==> config.mk <==
export PLATFORM = sky130hd
export DESIGN_NAME = pfc_filter_top
export DESIGN_NICKNAME = d
export VERILOG_FILES = /design/src/pkg/pfc_pkg.sv /design/src/verilog/pfc_filter_top.sv /design/src/verilog/pfc_persist.sv
export SDC_FILE = /design/constraint.sdc
export NUM_CORES = 1
export LEC_CHECK = 0
export ABC_AREA = 1
export BUFFER_PORTS_ARGS = -buffer_cell sky130_fd_sc_hd__buf_2
export CORE_MARGIN = 8
export CORE_UTILIZATION = 50
export DETAILED_ROUTE_END_ITERATION = 6
export PLACE_DENSITY = 0.75
export SYNTH_ARGS = -nofsm -noshare
export SYNTH_HDL_FRONTEND = slang
export SYNTH_SLANG_ARGS = --single-unit
==> constraint.sdc <==
create_clock -name clk -period 4.9 [get_ports clk]
set_clock_uncertainty 0.1 [all_clocks]
set_input_delay 0.735 -clock clk [delete_from_list [all_inputs] [get_ports clk]]
set_output_delay 0.735 -clock clk [all_outputs]
set_load 0.03 [all_outputs]
==> src/pkg/pfc_pkg.sv <==
package pfc_pkg;

  // register offsets
  localparam logic [7:0] PROX_LOW_THRESH_LO_OFS  = 8'h08;
  localparam logic [7:0] PROX_LOW_THRESH_HI_OFS  = 8'h09;
  localparam logic [7:0] PROX_HIGH_THRESH_LO_OFS = 8'h0A;
  localparam logic [7:0] PROX_HIGH_THRESH_HI_OFS = 8'h0B;
  localparam logic [7:0] INTERRUPT_PERS_OFS      = 8'h0C;
  localparam logic [7:0] GAIN_WAIT_DRIVE_OFS     = 8'h0D;
  localparam logic [7:0] LED_PULSE_COUNT_OFS     = 8'h0E;

  // values after reset
  localparam logic [7:0] THRESH_RESET      = 8'h00;
  localparam logic [7:0] PERS_RESET        = 8'h00;
  localparam logic [7:0] CONFIG_RESET      = 8'h00;
  localparam logic [7:0] PULSE_COUNT_RESET = 8'h00;

  // field positions
  localparam int PROX_PERS_MSB   = 7;
  localparam int PROX_PERS_LSB   = 4;
  localparam int LIGHT_PERS_MSB  = 3;
  localparam int LIGHT_PERS_LSB  = 0;
  localparam int GAIN_LEVEL_BIT  = 2;
  localparam int LONG_WAIT_BIT   = 1;
  localparam int DRIVE_REDUCE_BIT = 0;

  // light persistence map: settings above LIGHT_PERS_LINEAR count in fives
  localparam logic [3:0] LIGHT_PERS_LINEAR = 4'h3;
  localparam logic [5:0] LIGHT_PERS_STEP   = 6'h05;
  localparam logic [5:0] LIGHT_PERS_BASE   = 6'h03;

  // light gain select codes that the gain level scales (1x and 8x)
  localparam logic [1:0] GAIN_SEL_8X = 2'h1;

  // timing
  localparam int CLK_PERIOD_NS   = 25;
  localparam int CLK_HZ          = 40000000;
  localparam int WAIT_STEP_NS    = 2730000;  // 2.73 ms
  localparam int WAIT_STEP_CYC   = WAIT_STEP_NS / CLK_PERIOD_NS;
  localparam int LONG_WAIT_MULT  = 12;
  localparam int LED_RATE_HZ     = 62500;    // 62.5 kHz
  localparam int LED_PERIOD_CYC  = CLK_HZ / LED_RATE_HZ;
  localparam int LED_HIGH_CYC    = LED_PERIOD_CYC / 2;
  localparam int DRIVE_REDUCE_DIV = 9;

  // configuration bits as one group
  typedef struct packed {
    logic lightGainLevel;
    logic longWait;
    logic ledDriveReduce;
  } pfc_cfg_t;

  // one conversion result with its strobe
  typedef struct packed {
    logic        done;
    logic [15:0] value;
  } pfc_result_t;

endpackage : pfc_pkg

==> src/verilog/pfc_filter_top.sv <==
// Behaviour
// RQ1 - proximity low threshold from bytes 0x08/0x09
// RQ2 - proximity high threshold from bytes 0x0A/0x0B
// RQ3 - proximity interrupt: out of range plus persistence
// RQ4 - light interrupt compares channel-0 result only
// RQ5 - separate persistence counters for proximity and light
// RQ6 - proximity setting bits 7:4, zero fires always
// RQ7 - proximity settings 1-15 need that many results
// RQ8 - light setting bits 3:0, zero fires always
// RQ9 - light settings 1-3 need 1-3 results
// RQ10 - light settings 4-15 need five times (setting-3)
// RQ11 - host writes zeros to configuration bits 7:3
// RQ12 - gain level scales 1x/8x light gain by 0.16
// RQ13 - host keeps gain level clear above 8x
// RQ14 - long wait makes wait twelve times longer
// RQ15 - drive reduce cuts LED current by nine
// RQ16 - emit pulse-count LED pulses during accumulation
// RQ17 - LED pulses spaced at 62.5 kHz
// RQ18 - wait counted in 2.73 ms steps
// RQ19 - proximity interrupt gated by its mask
// RQ20 - interrupt clear command clears pending interrupts
// RQ21 - in-range result resets the consecutive counter
`timescale 1ns/1ps
`default_nettype none
module pfc_filter_top
  import pfc_pkg::*;
#(
  parameter int WAIT_STEP_CYCLES = WAIT_STEP_CYC,
  parameter int LED_PERIOD       = LED_PERIOD_CYC,
  parameter int LED_HIGH         = LED_HIGH_CYC
)(
  // clock and reset
  input  wire logic        clk,
  input  wire logic        resetn,
  // register port
  input  wire logic        regWrEn,
  input  wire logic        regRdEn,
  input  wire logic [7:0]  regAddr,
  input  wire logic [7:0]  regWrData,
  output logic      [7:0]  regRdData,
  output logic             regRdValid,
  // neighbouring control fields
  input  wire logic        proxIrqMask,
  input  wire logic        lightIrqMask,
  input  wire logic [1:0]  lightGainSelect,
  input  wire logic [7:0]  waitPeriod,
  input  wire logic [15:0] lightLowThresh,
  input  wire logic [15:0] lightHighThresh,
  // interrupt clear special function
  input  wire logic        proxIrqClear,
  input  wire logic        lightIrqClear,
  // conversion results
  input  wire pfc_result_t proxResult,
  input  wire pfc_result_t chan0Result,
  // sequencing
  input  wire logic        waitStart,
  input  wire logic        proxAccumStart,
  // outputs
  output logic             irqN,
  output logic             proxIrqPending,
  output logic             lightIrqPending,
  output logic             waitBusy,
  output logic             proxAccumBusy,
  output logic             ledDriveOutput,
  output pfc_cfg_t         cfgOut,
  output logic             lightGainScaled
);

  // register file state
  logic [7:0] lowLo_reg, lowHi_reg, highLo_reg, highHi_reg;
  logic [7:0] pers_reg, config_reg, pulseCount_reg;
  logic [7:0] lowLo_next, lowHi_next, highLo_next, highHi_next;
  logic [7:0] pers_next, config_next, pulseCount_next;
  logic [7:0] rdData_reg, rdData_next;
  logic       rdValid_reg, rdValid_next;

  // register writes and reads; unmapped offsets read as zero
  always_comb
  begin
    lowLo_next      = lowLo_reg;
    lowHi_next      = lowHi_reg;
    highLo_next     = highLo_reg;
    highHi_next     = highHi_reg;
    pers_next       = pers_reg;
    config_next     = config_reg;
    pulseCount_next = pulseCount_reg;
    rdData_next     = 8'h00;
    rdValid_next    = regRdEn;
    if (regWrEn)
    begin
      case (regAddr)
        PROX_LOW_THRESH_LO_OFS:  lowLo_next = regWrData;       // RQ1
        PROX_LOW_THRESH_HI_OFS:  lowHi_next = regWrData;       // RQ1
        PROX_HIGH_THRESH_LO_OFS: highLo_next = regWrData;      // RQ2
        PROX_HIGH_THRESH_HI_OFS: highHi_next = regWrData;      // RQ2
        INTERRUPT_PERS_OFS:      pers_next = regWrData;
        // bits 7:3 are stored as written; the host keeps them zero
        GAIN_WAIT_DRIVE_OFS:     config_next = regWrData;      // RQ11
        LED_PULSE_COUNT_OFS:     pulseCount_next = regWrData;
        default:                 ;
      endcase
    end
    if (regRdEn)
    begin
      case (regAddr)
        PROX_LOW_THRESH_LO_OFS:  rdData_next = lowLo_reg;
        PROX_LOW_THRESH_HI_OFS:  rdData_next = lowHi_reg;
        PROX_HIGH_THRESH_LO_OFS: rdData_next = highLo_reg;
        PROX_HIGH_THRESH_HI_OFS: rdData_next = highHi_reg;
        INTERRUPT_PERS_OFS:      rdData_next = pers_reg;
        GAIN_WAIT_DRIVE_OFS:     rdData_next = config_reg;
        LED_PULSE_COUNT_OFS:     rdData_next = pulseCount_reg;
        default:                 rdData_next = 8'h00;
      endcase
    end
  end

  always_ff @(posedge clk or negedge resetn)
  begin
    if (!resetn)
    begin
      lowLo_reg      <= THRESH_RESET;
      lowHi_reg      <= THRESH_RESET;
      highLo_reg     <= THRESH_RESET;
      highHi_reg     <= THRESH_RESET;
      pers_reg       <= PERS_RESET;
      config_reg     <= CONFIG_RESET;
      pulseCount_reg <= PULSE_COUNT_RESET;
      rdData_reg     <= 8'h00;
      rdValid_reg    <= 1'b0;
    end
    else
    begin
      lowLo_reg      <= lowLo_next;
      lowHi_reg      <= lowHi_next;
      highLo_reg     <= highLo_next;
      highHi_reg     <= highHi_next;
      pers_reg       <= pers_next;
      config_reg     <= config_next;
      pulseCount_reg <= pulseCount_next;
      rdData_reg     <= rdData_next;
      rdValid_reg    <= rdValid_next;
    end
  end

  // thresholds, settings and comparisons
  logic [15:0] proxLowThresh, proxHighThresh;
  logic [3:0]  proxPers, lightPers;
  logic [5:0]  proxRequired, lightRequired;
  logic        proxOut, lightOut, proxFire, lightFire;

  assign proxLowThresh  = {lowHi_reg, lowLo_reg};   // RQ1
  assign proxHighThresh = {highHi_reg, highLo_reg}; // RQ2
  assign proxPers  = pers_reg[PROX_PERS_MSB:PROX_PERS_LSB];    // RQ6
  assign lightPers = pers_reg[LIGHT_PERS_MSB:LIGHT_PERS_LSB];  // RQ8
  assign proxRequired = {2'b00, proxPers}; // RQ7
  // light setting above 3 maps to 5*(setting-3): 5,10,...,60
  assign lightRequired = (lightPers <= LIGHT_PERS_LINEAR) ? {2'b00, lightPers} // RQ9
    : 6'((6'(lightPers) - LIGHT_PERS_BASE) * LIGHT_PERS_STEP);               // RQ10
  assign proxOut  = (proxResult.value < proxLowThresh)
                 || (proxResult.value > proxHighThresh);                      // RQ3
  assign lightOut = (chan0Result.value < lightLowThresh)
                 || (chan0Result.value > lightHighThresh);                    // RQ4

  // one filter per function, each with its own counter
  pfc_persist #(.CNT_W(6)) proxFilter ( // RQ5
    .clk        (clk),
    .resetn     (resetn),
    .sample     (proxResult.done),
    .outOfRange (proxOut),
    .required   (proxRequired),
    .fire       (proxFire)
  );

  pfc_persist #(.CNT_W(6)) lightFilter ( // RQ5
    .clk        (clk),
    .resetn     (resetn),
    .sample     (chan0Result.done),
    .outOfRange (lightOut),
    .required   (lightRequired),
    .fire       (lightFire)
  );

  // pending flags; a new request beats a clear in the same cycle
  logic proxPend_reg, proxPend_next, lightPend_reg, lightPend_next, irqN_reg, irqN_next;

  always_comb
  begin
    proxPend_next  = proxPend_reg;
    lightPend_next = lightPend_reg;
    if (proxIrqClear)
      proxPend_next = 1'b0;  // RQ20
    if (lightIrqClear)
      lightPend_next = 1'b0; // RQ20
    if (proxFire && proxIrqMask)
      proxPend_next = 1'b1;  // RQ19
    if (lightFire && lightIrqMask)
      lightPend_next = 1'b1;
    irqN_next = !(proxPend_next || lightPend_next);
  end

  always_ff @(posedge clk or negedge resetn)
  begin
    if (!resetn)
    begin
      proxPend_reg  <= 1'b0;
      lightPend_reg <= 1'b0;
      irqN_reg      <= 1'b1;
    end
    else
    begin
      proxPend_reg  <= proxPend_next;
      lightPend_reg <= lightPend_next;
      irqN_reg      <= irqN_next;
    end
  end

  // wait timer: 2.73 ms steps, each stretched twelve times under long wait
  localparam int STEP_W = $clog2(WAIT_STEP_CYCLES * LONG_WAIT_MULT + 1);
  logic [STEP_W-1:0] stepCyc_reg, stepCyc_next, stepLen;
  logic [8:0]        steps_reg, steps_next;
  logic              waitBusy_reg, waitBusy_next;

  assign stepLen = config_reg[LONG_WAIT_BIT]
    ? STEP_W'(WAIT_STEP_CYCLES * LONG_WAIT_MULT)  // RQ14
    : STEP_W'(WAIT_STEP_CYCLES);                  // RQ18

  always_comb
  begin
    stepCyc_next  = stepCyc_reg;
    steps_next    = steps_reg;
    waitBusy_next = waitBusy_reg;
    if (!waitBusy_reg)
    begin
      if (waitStart)
      begin
        // period is two's complement: 0xFF is one step, 0x00 is 256
        steps_next    = 9'h100 - {1'b0, waitPeriod}; // RQ18
        stepCyc_next  = '0;
        waitBusy_next = 1'b1;
      end
    end
    else if (stepCyc_reg == stepLen - 1'b1)
    begin
      stepCyc_next = '0;
      steps_next   = steps_reg - 1'b1;
      if (steps_reg == 9'h001)
        waitBusy_next = 1'b0;
    end
    else
      stepCyc_next = stepCyc_reg + 1'b1;
  end

  always_ff @(posedge clk or negedge resetn)
  begin
    if (!resetn)
    begin
      stepCyc_reg  <= '0;
      steps_reg    <= 9'h000;
      waitBusy_reg <= 1'b0;
    end
    else
    begin
      stepCyc_reg  <= stepCyc_next;
      steps_reg    <= steps_next;
      waitBusy_reg <= waitBusy_next;
    end
  end

  // LED pulse train during proximity accumulation
  typedef enum logic [0:0] {LED_IDLE, LED_RUN} pfc_led_state_t;
  pfc_led_state_t    ledState_reg, ledState_next;
  localparam int PH_W = $clog2(LED_PERIOD + 1);
  logic [PH_W-1:0]   phase_reg, phase_next;
  logic [7:0]        left_reg, left_next;
  logic              led_reg, led_next;
  logic              accBusy_reg, accBusy_next;

  always_comb
  begin
    ledState_next = ledState_reg;
    phase_next    = phase_reg;
    left_next     = left_reg;
    led_next      = 1'b0;
    case (ledState_reg)
      LED_IDLE:
      begin
        if (proxAccumStart && pulseCount_reg != 8'h00)
        begin
          ledState_next = LED_RUN;
          left_next     = pulseCount_reg; // RQ16
          phase_next    = '0;
          led_next      = 1'b1;
        end
      end
      LED_RUN:
      begin
        if (phase_reg == PH_W'(LED_PERIOD - 1))
        begin
          phase_next = '0;
          left_next  = left_reg - 1'b1;
          if (left_reg == 8'h01)
            ledState_next = LED_IDLE;
          else
            led_next = 1'b1;
        end
        else
        begin
          phase_next = phase_reg + 1'b1;
          led_next   = (phase_next < PH_W'(LED_HIGH)); // RQ17
        end
      end
      default:
        ledState_next = LED_IDLE;
    endcase
    // registered so the busy output leaves straight from a flop
    accBusy_next = (ledState_next == LED_RUN);
  end

  always_ff @(posedge clk or negedge resetn)
  begin
    if (!resetn)
    begin
      ledState_reg <= LED_IDLE;
      phase_reg    <= '0;
      left_reg     <= 8'h00;
      led_reg      <= 1'b0;
      accBusy_reg  <= 1'b0;
    end
    else
    begin
      ledState_reg <= ledState_next;
      phase_reg    <= phase_next;
      left_reg     <= left_next;
      led_reg      <= led_next;
      accBusy_reg  <= accBusy_next;
    end
  end

  // cycles since the LED last rose; kept apart from phase so the spacing check is independent
  logic [PH_W-1:0] sinceRise_reg, sinceRise_next;

  always_comb
  begin
    sinceRise_next = sinceRise_reg;
    if (led_next && !led_reg)
      sinceRise_next = '0;
    else if (sinceRise_reg != '1)
      sinceRise_next = sinceRise_reg + 1'b1;
  end

  always_ff @(posedge clk or negedge resetn)
  begin
    if (!resetn)
      sinceRise_reg <= '1;
    else
      sinceRise_reg <= sinceRise_next;
  end

  // analog-facing configuration; the analog side applies 0.16 and 1/9
  pfc_cfg_t cfg_reg;
  logic     scaled_reg;
  always_ff @(posedge clk or negedge resetn)
  begin
    if (!resetn)
    begin
      cfg_reg    <= '0;
      scaled_reg <= 1'b0;
    end
    else
    begin
      cfg_reg.lightGainLevel <= config_reg[GAIN_LEVEL_BIT];   // RQ12
      cfg_reg.longWait       <= config_reg[LONG_WAIT_BIT];    // RQ14
      cfg_reg.ledDriveReduce <= config_reg[DRIVE_REDUCE_BIT]; // RQ15
      // only 1x and 8x are scaled; higher gains ignore the bit
      scaled_reg <= config_reg[GAIN_LEVEL_BIT] && (lightGainSelect <= GAIN_SEL_8X); // RQ12
    end
  end

  assign regRdData       = rdData_reg;
  assign regRdValid      = rdValid_reg;
  assign irqN            = irqN_reg;
  assign proxIrqPending  = proxPend_reg;
  assign lightIrqPending = lightPend_reg;
  assign waitBusy        = waitBusy_reg;
  assign proxAccumBusy   = accBusy_reg;
  assign ledDriveOutput  = led_reg;
  assign cfgOut          = cfg_reg;
  assign lightGainScaled = scaled_reg;
endmodule : pfc_filter_top
`default_nettype wire

==> src/verilog/pfc_persist.sv <==
`timescale 1ns/1ps
`default_nettype none
module pfc_persist
  import pfc_pkg::*;
#(
  parameter int CNT_W = 6
)(
  // clock and reset
  input  wire logic             clk,
  input  wire logic             resetn,
  // one result per strobe
  input  wire logic             sample,
  input  wire logic             outOfRange,
  input  wire logic [CNT_W-1:0] required,
  // one-cycle interrupt request
  output logic                  fire
);

  logic [CNT_W-1:0] runCount_reg;
  logic [CNT_W-1:0] runCount_next;
  logic             fire_reg;
  logic             fire_next;

  // consecutive out-of-range counter; saturates so long runs keep firing
  always_comb
  begin
    runCount_next = runCount_reg;
    fire_next     = 1'b0;
    if (sample)
    begin
      if (!outOfRange)
        runCount_next = '0; // RQ21
      else if (runCount_reg != '1)
        runCount_next = runCount_reg + 1'b1;
      // zero setting fires on every result, in range or not
      fire_next = (required == '0) || (outOfRange && runCount_next >= required); // RQ7
    end
  end

  always_ff @(posedge clk or negedge resetn)
  begin
    if (!resetn)
    begin
      runCount_reg <= '0;
      fire_reg     <= 1'b0;
    end
    else
    begin
      runCount_reg <= runCount_next;
      fire_reg     <= fire_next;
    end
  end

  assign fire = fire_reg;
endmodule : pfc_persist
`default_nettype wire

==> run_results.csv <==
group,metric,value,unit
timing,setup_slack,1593,ps
cts,cts_made_buffers,17,
outcome,outcome,"finished clean",
routing,wire_per_inst,14.46,um
setup_path,worstSetupPathType,"register to register",
floorplan,die_area,23150,sq um
setup_path,critPathArrivalTime,3530,ps
timing,setup_tns,0,ps
cts,root_buffer,"clkbuf_16",
routing,ant_nets,0,
setup_path,crit_fanout,5,
timing,setup_viol,0,
timing,tightest_slew,615.1,ps
timing,slew_violations,0,
finish,final_cell_count_no_fill,1603,
synthesis,ys_seq_area_share,37.01,%
placement,gp_congestion,0.9017,
synthesis,synthesis.area,9268,sq um
timing,slew_headroom,58.85,%
synthesis,ys_ff_latch,137,
floorplan,io_pins,121,
routing,route.top_layer_used,"met4",
synthesis,synth_edf_count,0,
cts,path_clk_slew,60,ps
cts,clk_path_buf_depth,2,
global_route,grt_pass1_wl,38.35,mm
synthesis,syn_nets,1427,
cts,worst_skew_pair.late_latency,420,ps
floorplan,core_area,18090,sq um
finish,multiInputGateArea,4949,sq um
timing,clock.fmax,302.3,MHz
synthesis,synth-main-ff-cell,"dfrtp_1",
synthesis,synth_top_area_share,36.72,%
finish,nets,1549,
min_path,hold_path.class,"primary input to asynchronous set/reset pin",
finish,largest_reg_flops,21,
synthesis,synthTopCellsByCount,"nand2_1 (303), inv_1 (201), dfrtp_1 (136), o21ai_0 (122), nor2_1 (90)",
floorplan,row_count,49,
placement,dp_hpwl,17.59,mm
routing,drtIter0Drc,610,
power,ir_worst_vdd,0.2581,mV
setup_path,cp.required,5130,ps
power,power.density,288.8,nW/um^2
setup_path,endpoint_kind,"register",
routing,vias,8426,
synthesis,syn_inst,1239,
placement,pre_cts_slack,1602,ps
setup_path,crit_chain,"ha_1, inv_1, nand2_1, nand2_1, inv_1, ha_1, inv_1, fa_1, xor2_1, inv_1, o211ai_1, nand2_1, nand2_1, ha_1, nand2_1, inv_1, nand4_1, o2111ai_1, nand2_1, a21oi_1",
floorplan,die_x,152.1,um
cts,ctsHoldBuffers,0,
cts,cts.sinks,137,
setup_path,cpMostUsedCell,"nand2_1",
timing,rsz0062_at_grt,"false",
floorplan,start_util,51.24,%
global_route,grt_usage,19.96,%
job,drv_cap,0,
power,power_leakage,0.005361,uW
routing,drt_wl_total,23.18,mm
global_route,antenna_found_initial,0,
synthesis,async_reset_ff_share,100.0,%
finish,final-seq-area,3430,sq um
cts,htreeDepth,4,
cts,cts.repair.resized,0,
floorplan,die_h,152.1,um
timing,timing_hold_violations_final,0,
setup_path,crit_slowest_cell,"dfrtp_1",
routing,routed-wl-met3,1.299,mm
synthesis,netlist_top_cells_area,"dfrtp_1 (37%), nand2_1 (12%), ha_1 (11%), inv_1 (8.1%), o21ai_0 (6.6%)",
synthesis,post-synth-top-count-cell,"nand2_1",
setup_path,slowest_delay,440,ps
routing,wl_met2,10.76,mm
cts,cts_tree,"done",
synthesis,synth_top_area_cell,"dfrtp_1",
routing,dr.pass1.iters,5,
placement,placed_cells,1571,
routing,met1Wirelength,10.51,mm
finish,layout-drive-gt1-share,14.19,%
global_route,grt_max_degree,53,
synthesis,yosysWarnings,0,
synthesis,syn_area_per_cell,7.480,sq um
setup_path,ff2ff_path_depth,20,
cts,postCtsSetupRepairBufs,0,
routing,via_per_inst,5.256,
setup_path,startpoint_type,"register",
finish,fillCellCount,1629,
global_route,grt_pass1_vias,8001,
finish,n_antenna_cell,0,
global_route,grt-ovfl-total,0,
routing,drc,0,
finish,areaGrowthSynthToFinish,15.42,%
synthesis,synth.distinct_cells,50,
placement,port-buffer-count,119,
timing,period_share,67.50,%
timing,finalCriticalPeriod,3308,ps
[kinds of logic after synthesis]
family	Yosys count	share of synthesized area (%)
adders and majority gates	86	11.69
and+or+nand+nor	511	23.80
buffers and inverters	228	9.599
AOI/OAI and AO/OA	240	14.41
DFF	137	37.01
xor gates and xnor gates	37	3.497
[layout by cell type, fill, tap and decap left out, drive strengths merged, types with 2 or more instances in the layout]
cell,count
inv,209
nor3,24
bufinv,3
or2,4
o22ai,31
o21ai,136
ha,85
clkbuf,23
nor4,8
nor2,95
nand3b,2
nand3,42
dfrtp,136
nand4,21
nand2,313
o211ai,4
o31ai,4
clkinv,6
a21o,2
buf,121
xnor2,5
a21oi,55
xor2,32
[power by group]
part	internal (uW)	switching, uW	leakage, uW	total (uW)
Sequential	1190	43.5	0.00181	1230
Combinational	205	307	0.00325	512
Clock	858	487	0.000304	1350
Total	2250	838	0.00536	3090
[worst paths after layout]
path / endpoint / startpoint / slack (ps)
setup / recovery: lightFilter.fire$_DFF_PN0_ / pers_reg[1]$_DFFE_PN0P_ / 1590
hold / removal: lowLo_reg[0]$_DFFE_PN0P_ / resetn / 150
setup reg to reg: lightFilter.fire$_DFF_PN0_ / pers_reg[1]$_DFFE_PN0P_ / 1590
hold reg to reg: cfgOut[2]$_DFF_PN0_ / config_reg[2]$_DFFE_PN0P_ / 350
max in group asynchronous: proxFilter.fire$_DFF_PN0_ / resetn / 3580
min in group clk: regRdValid$_DFF_PN0_ / regRdEn / 340
[critical path, delay by kind of cell, from the launching register on]
kind / cells / cell delay (ps)
AO/OA/AOI/OAI: 3 / 350
XOR/XNOR: 1 / 170
adder cells (fa/ha/maj): 4 / 1280
buffers and inverters: 5 / 330
flip-flops: 1 / 440
AND/OR/NAND/NOR: 7 / 560
[layer usage]
| metal | GRT usage, % | vias up |
|---|---|---|
| met1 | 25.38 | 3839 |
| met5 | 0 | - |
| li1 | - | 4270 |
| met2 | 32.46 | 270 |
| met4 | 8.139 | 0 |
| met3 | 4.368 | 47 |
[stage by stage]
| stage | total power, uW | hold WS, ps | cell area, sq um | util (%) |
|---|---|---|---|---|
| after floorplan | 1591 | 248.7 | 9268 | - |
| after global placement | 1745 | 327.5 | 10070 | 55.68 |
| after detailed placement | 1763 | 333.5 | 10070 | 55.68 |
| after CTS | 3111 | 160.7 | 10700 | 59.14 |
| after global routing | 3247 | 184.2 | 10700 | 59.14 |
| final | 3089 | 154.1 | 10700 | 59.14 |
[final cells by class]
cell class	count	area share (%)
clock buffer	23	4.562
clock inverter	9	1.287
inverter	210	7.381
multi-input combinational	874	46.26
sequential	137	32.06
tap	229	2.679
timing repair buffer	121	5.767
Power figures use the tool's default switching activity.
